==> src/logic/acs_pkg.sv <==
// Shared constants and types of the converter calibration sequencer
package acs_pkg;

  // Worst-case sequence lengths in master clock cycles
  localparam int unsigned SELF_CAL_CYCLES    = 3145655;
  localparam int unsigned SYS_OFFSET_CYCLES  = 1052599;
  localparam int unsigned SYS_GAIN_CYCLES    = 1068813;
  localparam int unsigned ONE_STEP_CYCLES    = 2117389;
  // Filter settling after a calibration, in master clock cycles
  localparam int unsigned SETTLE_CYCLES      = 507904;

  localparam int                 CNT_W        = 22;
  localparam int                 HI_W         = 3;
  localparam logic [HI_W-1:0]    CAL_MIN_HIGH = 3'h4;

  // Register map, byte addresses on the 32-bit bus
  localparam int                 ADDR_W       = 12;
  localparam logic [ADDR_W-1:0]  REG_CTRL     = 12'h000;
  localparam logic [ADDR_W-1:0]  REG_STATUS   = 12'h004;
  localparam logic [ADDR_W-1:0]  REG_ELAPSED  = 12'h008;
  localparam int                 CTRL_BIPOLAR_BIT = 0;
  localparam logic               CTRL_BIPOLAR_RESET = 1'h0;

  // Mode code is {cal_select_a, cal_select_b}
  typedef enum logic [1:0] {
    MODE_SELF    = 2'h0,
    MODE_GAIN    = 2'h1,
    MODE_ONESTEP = 2'h2,
    MODE_OFFSET  = 2'h3
  } acs_mode_t;

  typedef enum logic [3:0] {
    ST_IDLE   = 4'h1,
    ST_ZERO   = 4'h2,
    ST_FULL   = 4'h4,
    ST_SETTLE = 4'h8
  } acs_state_t;

  // Input the modulator is connected to during a step
  typedef enum logic [1:0] {
    SRC_NONE = 2'h0,
    SRC_GND  = 2'h1,
    SRC_REF  = 2'h2,
    SRC_AIN  = 2'h3
  } acs_src_t;

  typedef struct packed {
    logic              psel;
    logic              penable;
    logic              pwrite;
    logic [ADDR_W-1:0] paddr;
    logic [31:0]       pwdata;
  } acs_apb_req_t;

  typedef struct packed {
    logic [31:0] prdata;
    logic        pready;
    logic        pslverr;
  } acs_apb_rsp_t;

  typedef struct packed {
    logic [CNT_W-1:0] elapsed;
    acs_mode_t        mode;
    logic             stepFull;
    logic             stepZero;
    logic             calibrated;
    logic             hold;
    logic             busy;
  } acs_status_t;

endpackage : acs_pkg

==> src/logic/acs_apb_regs.sv <==
// APB register slave of the calibration sequencer
`timescale 1ns/10ps
module acs_apb_regs (
  input  logic                 sys_clk,
  input  logic                 rst,
  input  acs_pkg::acs_apb_req_t apbReq,
  input  acs_pkg::acs_status_t  status,
  output acs_pkg::acs_apb_rsp_t apbRsp,
  output logic                 rangeBipolar
);

  logic        access;
  logic        hit;
  logic [31:0] readData;

  assign access = apbReq.psel & apbReq.penable;

  always_comb begin
    hit      = 1'b1;
    readData = 32'h0;
    case (apbReq.paddr)
      acs_pkg::REG_CTRL:    readData = {31'h0, rangeBipolar};
      acs_pkg::REG_STATUS:  readData = {25'h0, status.mode, status.stepFull, status.stepZero,
                                        status.calibrated, status.hold, status.busy};
      acs_pkg::REG_ELAPSED: readData = {{(32 - acs_pkg::CNT_W){1'b0}}, status.elapsed};
      default:              hit = 1'b0;
    endcase
  end

  // One wait state so that every response signal leaves a flip-flop
  always_ff @(posedge sys_clk) begin
    if (rst) begin
      apbRsp <= '0;
    end else if (access && !apbRsp.pready) begin
      apbRsp.pready  <= 1'b1;
      apbRsp.prdata  <= apbReq.pwrite ? 32'h0 : readData;
      apbRsp.pslverr <= ~hit;
    end else begin
      apbRsp <= '0;
    end
  end

  // Write lands only at the completing edge
  always_ff @(posedge sys_clk) begin
    if (rst) begin
      rangeBipolar <= acs_pkg::CTRL_BIPOLAR_RESET;
    end else if (access && apbRsp.pready && apbReq.pwrite && apbReq.paddr == acs_pkg::REG_CTRL) begin
      rangeBipolar <= apbReq.pwdata[acs_pkg::CTRL_BIPOLAR_BIT];
    end
  end

endmodule : acs_apb_regs

==> src/logic/adc_calibration_sequencer.sv <==
// Calibration sequencer: strobe capture, step timing and data-ready hold
//
// Implementation choices: register access over APB and the register addresses.
`timescale 1ns/10ps
module adc_calibration_sequencer #(
  parameter int unsigned SELF_CYCLES    = acs_pkg::SELF_CAL_CYCLES,
  parameter int unsigned OFFSET_CYCLES  = acs_pkg::SYS_OFFSET_CYCLES,
  parameter int unsigned GAIN_CYCLES    = acs_pkg::SYS_GAIN_CYCLES,
  parameter int unsigned ONESTEP_CYCLES = acs_pkg::ONE_STEP_CYCLES,
  parameter int unsigned SETTLE         = acs_pkg::SETTLE_CYCLES
) (
  input  logic                  sys_clk,
  input  logic                  rst,
  input  acs_pkg::acs_apb_req_t apbReq,
  output acs_pkg::acs_apb_rsp_t apbRsp,
  input  logic                  calStrobe,
  input  logic                  cal_select_a,
  input  logic                  cal_select_b,
  input  logic                  convReadyN,
  output logic                  word_ready_n,
  output logic                  calBusy,
  output logic                  calZeroStep,
  output logic                  calFullStep,
  output logic                  calMidscale,
  output acs_pkg::acs_src_t     calSource
);

  localparam int CW = acs_pkg::CNT_W;

  logic [2:0]                     pinMeta;
  logic [2:0]                     pinSync;
  logic                           calSync;
  logic                           calLast;
  logic [acs_pkg::HI_W-1:0]       hiCnt;
  logic                           startCal;
  logic                           rangeBipolar;
  acs_pkg::acs_state_t            state;
  acs_pkg::acs_state_t            next_state;
  acs_pkg::acs_mode_t             curMode;
  acs_pkg::acs_mode_t             next_mode;
  logic                           curBipolar;
  logic                           next_bipolar;
  logic [CW-1:0]                  elapsed;
  logic [CW-1:0]                  next_elapsed;
  logic [CW-1:0]                  zeroEnd;
  logic [CW-1:0]                  fullEnd;
  logic [CW-1:0]                  seqEnd;
  logic                           hold;
  logic                           next_hold;
  logic                           calibrated;
  acs_pkg::acs_status_t           status;

  // Pins come from the outside controller
  always_ff @(posedge sys_clk) begin
    if (rst) begin
      pinMeta <= 3'h0;
      pinSync <= 3'h0;
    end else begin
      pinMeta <= {calStrobe, cal_select_a, cal_select_b};
      pinSync <= pinMeta;
    end
  end

  assign calSync = pinSync[2];

  // Count strobe high time, saturating at the minimum
  always_ff @(posedge sys_clk) begin
    if (rst) begin
      calLast <= 1'b0;
      hiCnt   <= '0;
    end else begin
      calLast <= calSync;
      if (!calSync) begin
        hiCnt <= '0;
      end else if (hiCnt != acs_pkg::CAL_MIN_HIGH) begin
        hiCnt <= hiCnt + 1'b1;
      end
    end
  end

  // Short strobes and strobes during a sequence are ignored
  assign startCal = calLast && !calSync && hiCnt >= acs_pkg::CAL_MIN_HIGH
                    && state == acs_pkg::ST_IDLE;

  // Step boundaries, counted in cycles from the start of the sequence
  always_comb begin
    zeroEnd = CW'(SELF_CYCLES - SETTLE) >> 1;
    fullEnd = CW'(SELF_CYCLES - SETTLE);
    seqEnd  = CW'(SELF_CYCLES);
    case (curMode)
      acs_pkg::MODE_OFFSET: begin
        zeroEnd = CW'(OFFSET_CYCLES);
        fullEnd = CW'(OFFSET_CYCLES);
        seqEnd  = CW'(OFFSET_CYCLES + SETTLE);
      end
      acs_pkg::MODE_GAIN: begin
        zeroEnd = '0;
        fullEnd = CW'(GAIN_CYCLES);
        seqEnd  = CW'(GAIN_CYCLES + SETTLE);
      end
      acs_pkg::MODE_ONESTEP: begin
        zeroEnd = CW'(ONESTEP_CYCLES) >> 1;
        fullEnd = CW'(ONESTEP_CYCLES);
        seqEnd  = CW'(ONESTEP_CYCLES + SETTLE);
      end
      default: begin
        zeroEnd = CW'(SELF_CYCLES - SETTLE) >> 1;
        fullEnd = CW'(SELF_CYCLES - SETTLE);
        seqEnd  = CW'(SELF_CYCLES);
      end
    endcase
  end

  always_comb begin
    next_state   = state;
    next_elapsed = elapsed + 1'b1;
    case (state)
      acs_pkg::ST_IDLE: begin
        next_elapsed = elapsed;
        if (startCal) begin
          next_elapsed = '0;
          next_state   = (acs_pkg::acs_mode_t'(pinSync[1:0]) == acs_pkg::MODE_GAIN)
                         ? acs_pkg::ST_FULL : acs_pkg::ST_ZERO;
        end
      end
      acs_pkg::ST_ZERO: begin
        if (next_elapsed == zeroEnd) begin
          next_state = (fullEnd != zeroEnd) ? acs_pkg::ST_FULL : acs_pkg::ST_SETTLE;
        end
      end
      acs_pkg::ST_FULL: begin
        if (next_elapsed == fullEnd) begin
          next_state = acs_pkg::ST_SETTLE;
        end
      end
      acs_pkg::ST_SETTLE: begin
        if (next_elapsed == seqEnd) begin
          next_state = acs_pkg::ST_IDLE;
        end
      end
      default: next_state = acs_pkg::ST_IDLE;
    endcase
  end

  // Selects and range are frozen at the strobe fall
  assign next_mode    = startCal ? acs_pkg::acs_mode_t'(pinSync[1:0]) : curMode;
  assign next_bipolar = startCal ? rangeBipolar : curBipolar;

  // Self-calibration keeps data-ready high through settling; system modes do not
  assign next_hold = (next_state == acs_pkg::ST_ZERO) || (next_state == acs_pkg::ST_FULL)
                     || (next_state == acs_pkg::ST_SETTLE && next_mode == acs_pkg::MODE_SELF);

  always_ff @(posedge sys_clk) begin
    if (rst) begin
      state      <= acs_pkg::ST_IDLE;
      elapsed    <= '0;
      curMode    <= acs_pkg::MODE_SELF;
      curBipolar <= 1'b0;
      hold       <= 1'b0;
    end else begin
      state      <= next_state;
      elapsed    <= next_elapsed;
      curMode    <= next_mode;
      curBipolar <= next_bipolar;
      hold       <= next_hold;
    end
  end

  // Calibrated flag; conversions before the first one are not trustworthy
  always_ff @(posedge sys_clk) begin
    if (rst) begin
      calibrated <= 1'b0;
    end else if (state == acs_pkg::ST_SETTLE && next_state == acs_pkg::ST_IDLE) begin
      calibrated <= 1'b1;
    end
  end

  // Data-ready: forced high while held, low for the release, then the filter's flag
  always_ff @(posedge sys_clk) begin
    if (rst) begin
      word_ready_n <= 1'b1;
    end else if (next_hold) begin
      word_ready_n <= 1'b1;
    end else if (hold) begin
      word_ready_n <= 1'b0;
    end else begin
      word_ready_n <= convReadyN;
    end
  end

  // Step outputs steer the analog front end
  always_ff @(posedge sys_clk) begin
    if (rst) begin
      calBusy     <= 1'b0;
      calZeroStep <= 1'b0;
      calFullStep <= 1'b0;
      calMidscale <= 1'b0;
      calSource   <= acs_pkg::SRC_NONE;
    end else begin
      calBusy     <= next_state != acs_pkg::ST_IDLE;
      calZeroStep <= next_state == acs_pkg::ST_ZERO;
      calFullStep <= next_state == acs_pkg::ST_FULL;
      calMidscale <= next_state == acs_pkg::ST_ZERO && next_bipolar;
      if (next_state == acs_pkg::ST_ZERO) begin
        calSource <= (next_mode == acs_pkg::MODE_SELF) ? acs_pkg::SRC_GND : acs_pkg::SRC_AIN;
      end else if (next_state == acs_pkg::ST_FULL) begin
        calSource <= (next_mode == acs_pkg::MODE_GAIN) ? acs_pkg::SRC_AIN : acs_pkg::SRC_REF;
      end else begin
        calSource <= acs_pkg::SRC_NONE;
      end
    end
  end

  assign status = '{elapsed:    elapsed,
                    mode:       curMode,
                    stepFull:   calFullStep,
                    stepZero:   calZeroStep,
                    calibrated: calibrated,
                    hold:       hold,
                    busy:       calBusy};

  acs_apb_regs u_regs (
    .sys_clk      (sys_clk),
    .rst          (rst),
    .apbReq       (apbReq),
    .status       (status),
    .apbRsp       (apbRsp),
    .rangeBipolar (rangeBipolar)
  );
endmodule : adc_calibration_sequencer

==> config.mk <==
export PLATFORM = sky130hd
export DESIGN_NAME = adc_calibration_sequencer
export DESIGN_NICKNAME = d
export VERILOG_FILES = /design/src/logic/acs_pkg.sv /design/src/logic/acs_apb_regs.sv /design/src/logic/adc_calibration_sequencer.sv
export SDC_FILE = /design/constraint.sdc
export NUM_CORES = 1
export LEC_CHECK = 0
export ABC_AREA = 1
export BUFFER_PORTS_ARGS = -buffer_cell sky130_fd_sc_hd__buf_2
export CORE_ASPECT_RATIO = 0.5
export CORE_MARGIN = 4
export CORE_UTILIZATION = 45
export DETAILED_ROUTE_END_ITERATION = 10
export PLACE_DENSITY_LB_ADDON = 0.1
export SYNTH_ARGS = -nofsm -noshare
export SYNTH_HDL_FRONTEND = slang
export SYNTH_SLANG_ARGS = --single-unit
==> constraint.sdc <==
create_clock -name sys_clk -period 3.92 [get_ports sys_clk]
set_clock_uncertainty 0.05 [all_clocks]
set_input_delay 0.196 -clock sys_clk [delete_from_list [all_inputs] [get_ports sys_clk]]
set_output_delay 0.196 -clock sys_clk [all_outputs]
set_load 0.02 [all_outputs]
# == Word level (Yosys, flattened, before mapping) ==
# Index checks and enable logic that the tools add are counted.
# word_totals
out_inout_bits,41
ff_bits,83
# classes
n_reduce_logical,21
addsub,2
mux,22
eq_ne,22
n_lt_le_gt_ge,1
bitwise_logic,4
# ops
op,count
one-hot mux 22 bit (3 select lines),3
equality test 22 bit,3
one-hot mux 21 bit (3 select lines),1
two-way mux 22 bit,2
adder 22 x 1 -> 22 bit (second input constant),1
inequality test 22 bit,1
two-way mux 4 bit,5
one-hot mux 4 bit (4 select lines),1
equality test 12 x 3 -> 1 bit (second input constant),1
equality test 12 x 4 -> 1 bit (second input constant),1
zero test 12 bit,1
logical AND 1 bit,10
two-way mux 2 bit,5
equality test 4 x 1 -> 1 bit (second input constant),2
equality test 4 x 2 -> 1 bit (second input constant),2
equality test 4 x 3 -> 1 bit (second input constant),2
equality test 4 bit (second input constant),2
equality test 2 x 1 -> 1 bit (second input constant),3
OR reduction 2 bit,3
OR reduction 3 bit,2
equality test 2 bit (second input constant),2
two-way mux 1 bit,4
inequality test 4 x 1 -> 1 bit (second input constant),1
adder 3 x 1 -> 3 bit (second input constant),1
other kinds (9),13

# == Depth between registers and ports, before layout ==
# logic_depth
ltp_word,10
mapped_depth,18

# == Modules after synthesis ==
# A second synthesis with hierarchy kept.
# unflattened
cells_unflattened,668
hier_area_um2,4393.0
# by_module_without_submodules
module,seq_area_each_um2,area_per_inst_um2,cells_per_inst,n_inst
adc_calibration_sequencer,960.9,3290.7,552,1
acs_apb_regs,500.5,1102.3,116,1

# == Worst setup path after synthesis ==
# Ideal clock, no wire load.
# synth_path
path_kind,register -> register
from,reg curMode[0]
to,reg hold
stages_incl_launch_ff,18
n_path_buf,1
synth_period_minus_slack_ns,2.141
slack_ns,1.779
setup_time_ns,0.132
t_arrival_ns,1.959
path_cell_list,dfxtp_1 -> inv_1 -> ha_1 -> clkbuf_1 -> inv_1 -> nand2_1 -> nand2_1 -> inv_1 -> nor2_1 -> nand2_1 -> nor2_1 -> nand2_1 -> nor2_1 -> nand3_1 -> nand2_1 -> nand3_1 -> nand2_1 -> a21oi_1
# synth_via
elab_chain_cells,9
word_cells_on_any_way,23
# synth_lines
element,line_no,text
start: declaration,adc_calibration_sequencer.sv:39,acs_pkg::acs_mode_t curMode;
start signal: assignment,adc_calibration_sequencer.sv:157,curMode <= acs_pkg::MODE_SELF;
start signal: assignment,adc_calibration_sequencer.sv:163,curMode <= next_mode;
equality test 2 bit or equality test 2 x 1 -> 1 bit (tied branches),adc_calibration_sequencer.sv:90,case (curMode)
one-hot mux 22 bit (3 select lines) or one-hot mux 21 bit (3 select lines) (tied branches),adc_calibration_sequencer.sv:90,
inequality test 22 bit,adc_calibration_sequencer.sv:128,next_state = (fullEnd != zeroEnd) ? acs_pkg::ST_FULL : acs_pkg::ST_SETTLE;
two-way mux 4 bit,adc_calibration_sequencer.sv:128,
two-way mux 4 bit,adc_calibration_sequencer.sv:127,if (next_elapsed == zeroEnd) begin
one-hot mux 4 bit (4 select lines),adc_calibration_sequencer.sv:117,case (state)
equality test 4 x 2 -> 1 bit (tied with other cells),adc_calibration_sequencer.sv:150,assign next_hold = (next_state == acs_pkg::ST_ZERO) || (next_state == acs_pkg::ST_FULL)
logical OR 1 bit or logical AND 1 bit (tied branches),"adc_calibration_sequencer.sv:150, adc_calibration_sequencer.sv:151",
logical OR 1 bit *,adc_calibration_sequencer.sv:151,|| (next_state == acs_pkg::ST_SETTLE && next_mode == acs_pkg::MODE_SELF);
end signal: assignment,adc_calibration_sequencer.sv:165,hold <= next_hold;
end: declaration,adc_calibration_sequencer.sv:48,logic hold;
# Every way passes the cells marked *; elsewhere a longest branch is shown, timed or not.
# A chain may end at the register's enable or synchronous reset.

# == Final worst setup path ==
# layout_path
from,reg elapsed[0]
to,reg calSource[1]
# layout_via
elab_chain_cells,7
word_cells_on_any_way,12
# layout_lines
element,line_no,text
start: declaration,adc_calibration_sequencer.sv:43,logic [CW-1:0] elapsed;
start signal: assignment,adc_calibration_sequencer.sv:162,elapsed <= next_elapsed;
adder 22 x 1 -> 22 bit *,adc_calibration_sequencer.sv:116,next_elapsed = elapsed + 1'b1;
"equality test 22 bit, on equally long branches","adc_calibration_sequencer.sv:137, adc_calibration_sequencer.sv:127, adc_calibration_sequencer.sv:132",
"two-way mux 4 bit, on equally long branches","adc_calibration_sequencer.sv:137, adc_calibration_sequencer.sv:127, adc_calibration_sequencer.sv:132",
one-hot mux 4 bit (4 select lines) *,adc_calibration_sequencer.sv:117,
equality test 4 x 3 -> 1 bit,adc_calibration_sequencer.sv:206,end else if (next_state == acs_pkg::ST_FULL) begin
two-way mux 2 bit,adc_calibration_sequencer.sv:206,
two-way mux 2 bit *,adc_calibration_sequencer.sv:204,if (next_state == acs_pkg::ST_ZERO) begin
end signal: assignment,adc_calibration_sequencer.sv:205,calSource <= (next_mode == acs_pkg::MODE_SELF) ? acs_pkg::SRC_GND : acs_pkg::SRC_AIN;
end signal: assignment,adc_calibration_sequencer.sv:207,calSource <= (next_mode == acs_pkg::MODE_GAIN) ? acs_pkg::SRC_AIN : acs_pkg::SRC_REF;
end signal: assignment,adc_calibration_sequencer.sv:209,calSource <= acs_pkg::SRC_NONE;
end: declaration,adc_calibration_sequencer.sv:25,output acs_pkg::acs_src_t calSource
# Marked as above.

==> metrics.md <==
| Metric | Value |
|---|---|
| Synthesis-stage register bit count | `73` |
| Switching Fraction | `0.221` |
| Final Routed Wirelength | `10.5 mm` |
| Port buffer count | `52` |
| Final antenna-violating net count | `0` |
| CTS Root Buffer Type | `clkbuf_16` |
| Yosys warns | `0` |
| Max-cap violations | `0` |
| Hold path start | `calStrobe` |
| Setup bufs post-CTS | `0` |
| RSZ-0062 raised after global routing | `no` |
| Worst R2R End | `calSource[1]` |
| Routed len/inst | `13.1 um` |
| P_sw | `0.356 mW` |
| Hold path depth | `3` |
| # clock sinks | `73` |
| Worst vdd ir | `0.212 mV` |
| CORE AREA | `8770 um2` |
| Synth Instances | `631` |
| Reg2reg start | `elapsed[0]` |
| Width of the die | `143 um` |
| Critical path endpoint category | `flip-flop` |
| Worst-path maximum fanout | `9` |
| Worst Hold Endpoint | `pinMeta[2]` |
| Max Clk Rate | `354 MHz` |
| Fin. max-slew vios | `0` |
| First-pass GRT wire length | `16.9 mm` |
| CTS Hold Buffers Added | `1` |
| Met3 capacity usage during global routing | `0.0622` |
| Clock Latency Late Sink | `0.34 ns` |
| I/O pin total | `94` |
| Non-filler cells, final | `801` |
| Routability Congestion | `0.900` |
| Combinational fraction of design power | `0.025` |
| Deepest clock path buffer count | `2` |
| Part of the Yosys area used for sequential elements | `0.359` |
| Syn Std Cell Area | `4070 um2` |
| Met1 usage | `0.292` |
| Antenna violations before repair | `0` |
| DR vias | `3943` |
| Largest net degree at the start of global routing | `38` |
| Predominant post-synthesis flop cell | `dfxtp_1` |
| Cell area after layout | `4680 um2` |
| DR vias/cell | `4.92` |
| Final worst-path setup slack | `1.10 ns` |
| Row count | `24` |
| Tcrit/Tclk final | `0.720` |
| Setup TNS | `0 ns` |
| Status | `finished clean` |
| Crit Path Category | `reg -> reg` |
| R2R cell count | `14` |
| Share of cells above drive strength 1 | `0.154` |
| Vias in the first global route | `3491` |
| CTS resizes | `0` |
| Final hold viol count | `0` |
| Fin crit period | `2.82 ns` |
| Worst-margin pin slew | `0.920 ns` |
| Leakage | `2.15 nW` |
| GR Layer Usage met2 | `0.300` |
| Post-synthesis async set-or-reset flop share | `0` |
| Placed instance area | `4370 um2` |
| Critical path arrival | `2.99 ns` |
| DP Worst Slack | `1.18 ns` |
| Final Core Density | `0.534` |
| Clock slew at reported path FFs | `0.06 ns` |
| P_int | `1.25 mW` |
| PD cells | `344 nW/um2` |
| NumNets Final | `740` |
| Startpoint types | `flip-flop` |
| EDFF count, synth | `0` |
| CTS Buf Count | `9` |
| CTS tree | `done` |
| Area growth syn-to-layout | `14.9%` |
| Die footprint | `10700 um2` |
| Sequential share of power | `0.465` |
| GR Overflow Total | `0` |
| Diode count | `0` |
| Worst EP required | `4.09 ns` |
| Pwr Total | `1.61 mW` |
| Most used routing layer | `met2` |
| Iter 0 DRT Violations | `327` |
| DRC errors left | `0` |
| Initial Util | `0.464` |
| Clock share of power | `0.510` |
| Final hold slack | `0.00881 ns` |
| Rel. slew slack | `0.385` |
| Distinct cells, synth | `38` |
| Final Setup Violations | `0` |
| Die height | `75.3 um` |
| Placed cells | `784` |
| H-Tree Level Count | `3` |
| Pre-Repair DR Iteration Count | `5` |
| Hpwl dp | `7.96 mm` |
| R2r setup slk | `1.10 ns` |
| HP Class | `in -> reg` |
| Synthesized area per cell | `6.45 um2` |
| GRT Overall Usage | `0.203` |
registers in the layout (all words and copies together) (netlist names):
| signal | count |
|---|---|
| pinSync | 3 |
| calLast | 1 |
| calZeroStep | 1 |
| calMidscale | 1 |
| curMode | 2 |
| hiCnt | 3 |
| calibrated | 1 |
| pinMeta | 3 |
| calFullStep | 1 |
| u_regs.rangeBipolar | 1 |
| state | 4 |
| u_regs.apbRsp | 24 |
| curBipolar | 1 |
| calBusy | 1 |
| hold | 1 |
| calSource | 2 |
| word_ready_n | 1 |
| elapsed | 22 |
Yosys cell counts, types with 2 or more instances:
master / n / share of area
nand2_1: 190 / 0.18
inv_1: 89 / 0.082
dfxtp_1: 73 / 0.36
nor2_1: 59 / 0.054
nand3_1: 50 / 0.061
a21oi_1: 32 / 0.039
nor3_1: 19 / 0.023
o21ai_0: 15 / 0.018
nand4_1: 14 / 0.022
clkbuf_1: 12 / 0.011
buf_4: 10 / 0.018
nand2_2: 9 / 0.014
nor2_2: 9 / 0.014
ha_1: 8 / 0.025
inv_2: 4 / 0.0037
nor4_1: 4 / 0.0061
o22ai_1: 4 / 0.0061
nand3_2: 3 / 0.0074
o21ai_1: 3 / 0.0037
o21ai_2: 3 / 0.0065
nand2_4: 2 / 0.0055
nor2_4: 2 / 0.0055
nor2_8: 2 / 0.0098
logic make-up after synthesis:
| family | count (synthesis) | share of synthesized area |
|---|---|---|
| buf+inv | 118 | 0.120 |
| flops | 73 | 0.359 |
| compound gates | 61 | 0.0814 |
| simple gates | 368 | 0.410 |
| xor+xnor | 2 | 0.00430 |
| other cells | 1 | 0.000921 |
| fa+ha+maj | 8 | 0.0246 |
cells in the final DEF (no fill, tap or decap), types with 2 or more instances in the layout:
master | synthesis | final
inv_1 | 89 | 89
o21ai_0 | 15 | 15
nor2_8 | 2 | 2
nand2_4 | 2 | 2
o22ai_1 | 4 | 4
o21ai_2 | 3 | 3
nand3_1 | 50 | 50
a21oi_1 | 32 | 32
ha_1 | 8 | 8
nand3_2 | 3 | 3
clkinv_4 | 0 | 3
nand2_1 | 190 | 190
nand2_2 | 9 | 9
dfxtp_1 | 73 | 73
buf_2 | 1 | 52
nor2_1 | 59 | 59
nand4_1 | 14 | 14
nor3_1 | 19 | 19
clkbuf_16 | 0 | 9
inv_2 | 4 | 4
o21ai_1 | 3 | 3
nor2_4 | 2 | 2
conb_1 | 1 | 10
nor4_1 | 4 | 4
nor2_2 | 9 | 9
cell type report:
type                            instances  area, um2
Inverter                               93        349
Sequential cell                        73       1460
Tap cell                              117        146
Timing Repair Buffer                   53        270
Multi-Input combinational cell        449       2150
Clock buffer                           10        229
Fill cell                             909       4090
Clock inverter                          6       68.8
power by group through the flow:
stage	logic (mW)	clock network, mW	registers, mW
floorplan	0.0299	0	0.766
global placement	0.0392	0	0.765
detailed placement	0.0393	0	0.765
CTS	0.0401	0.838	0.748
global route	0.0450	0.870	0.748
finish	0.0400	0.822	0.748
critical path: stages (launching register included):
cell     delay, ns
dfxtp_1       0.56
ha_1          0.28
nand3_1       0.15
nor2_1        0.29
nand4_1       0.23
nand2_1       0.15
nand2_1       0.08
inv_1         0.06
nand2_1       0.05
nor2_2        0.09
nand3_1       0.13
o21ai_1       0.20
o21ai_1       0.14
nand2_1       0.16
o21ai_1       0.09
routing by layer:
layer  up-vias  part of all wire  wire, um
met3         9             0.082       858
met4         0            0.0067        70
li1       2070                 -         -
met2       132              0.40      4160
met1      1732              0.52      5410
met5         -                 0         0
worst max-delay path by stage:
stage / cells after the start / slack, ns / to / from
2_1_floorplan: 17 / 1.78 / hold / curMode[0]
3_3_place_gp: 16 / 1.18 / calSource[1] / elapsed[0]
3_5_place_dp: 16 / 1.18 / hold / elapsed[0]
4_1_cts: 16 / 1.16 / calSource[1] / elapsed[0]
5_1_grt: 16 / 0.82 / calSource[1] / elapsed[0]
6_report: 14 / 1.10 / calSource[1] / elapsed[0]
Power figures use the tool's default switching activity.
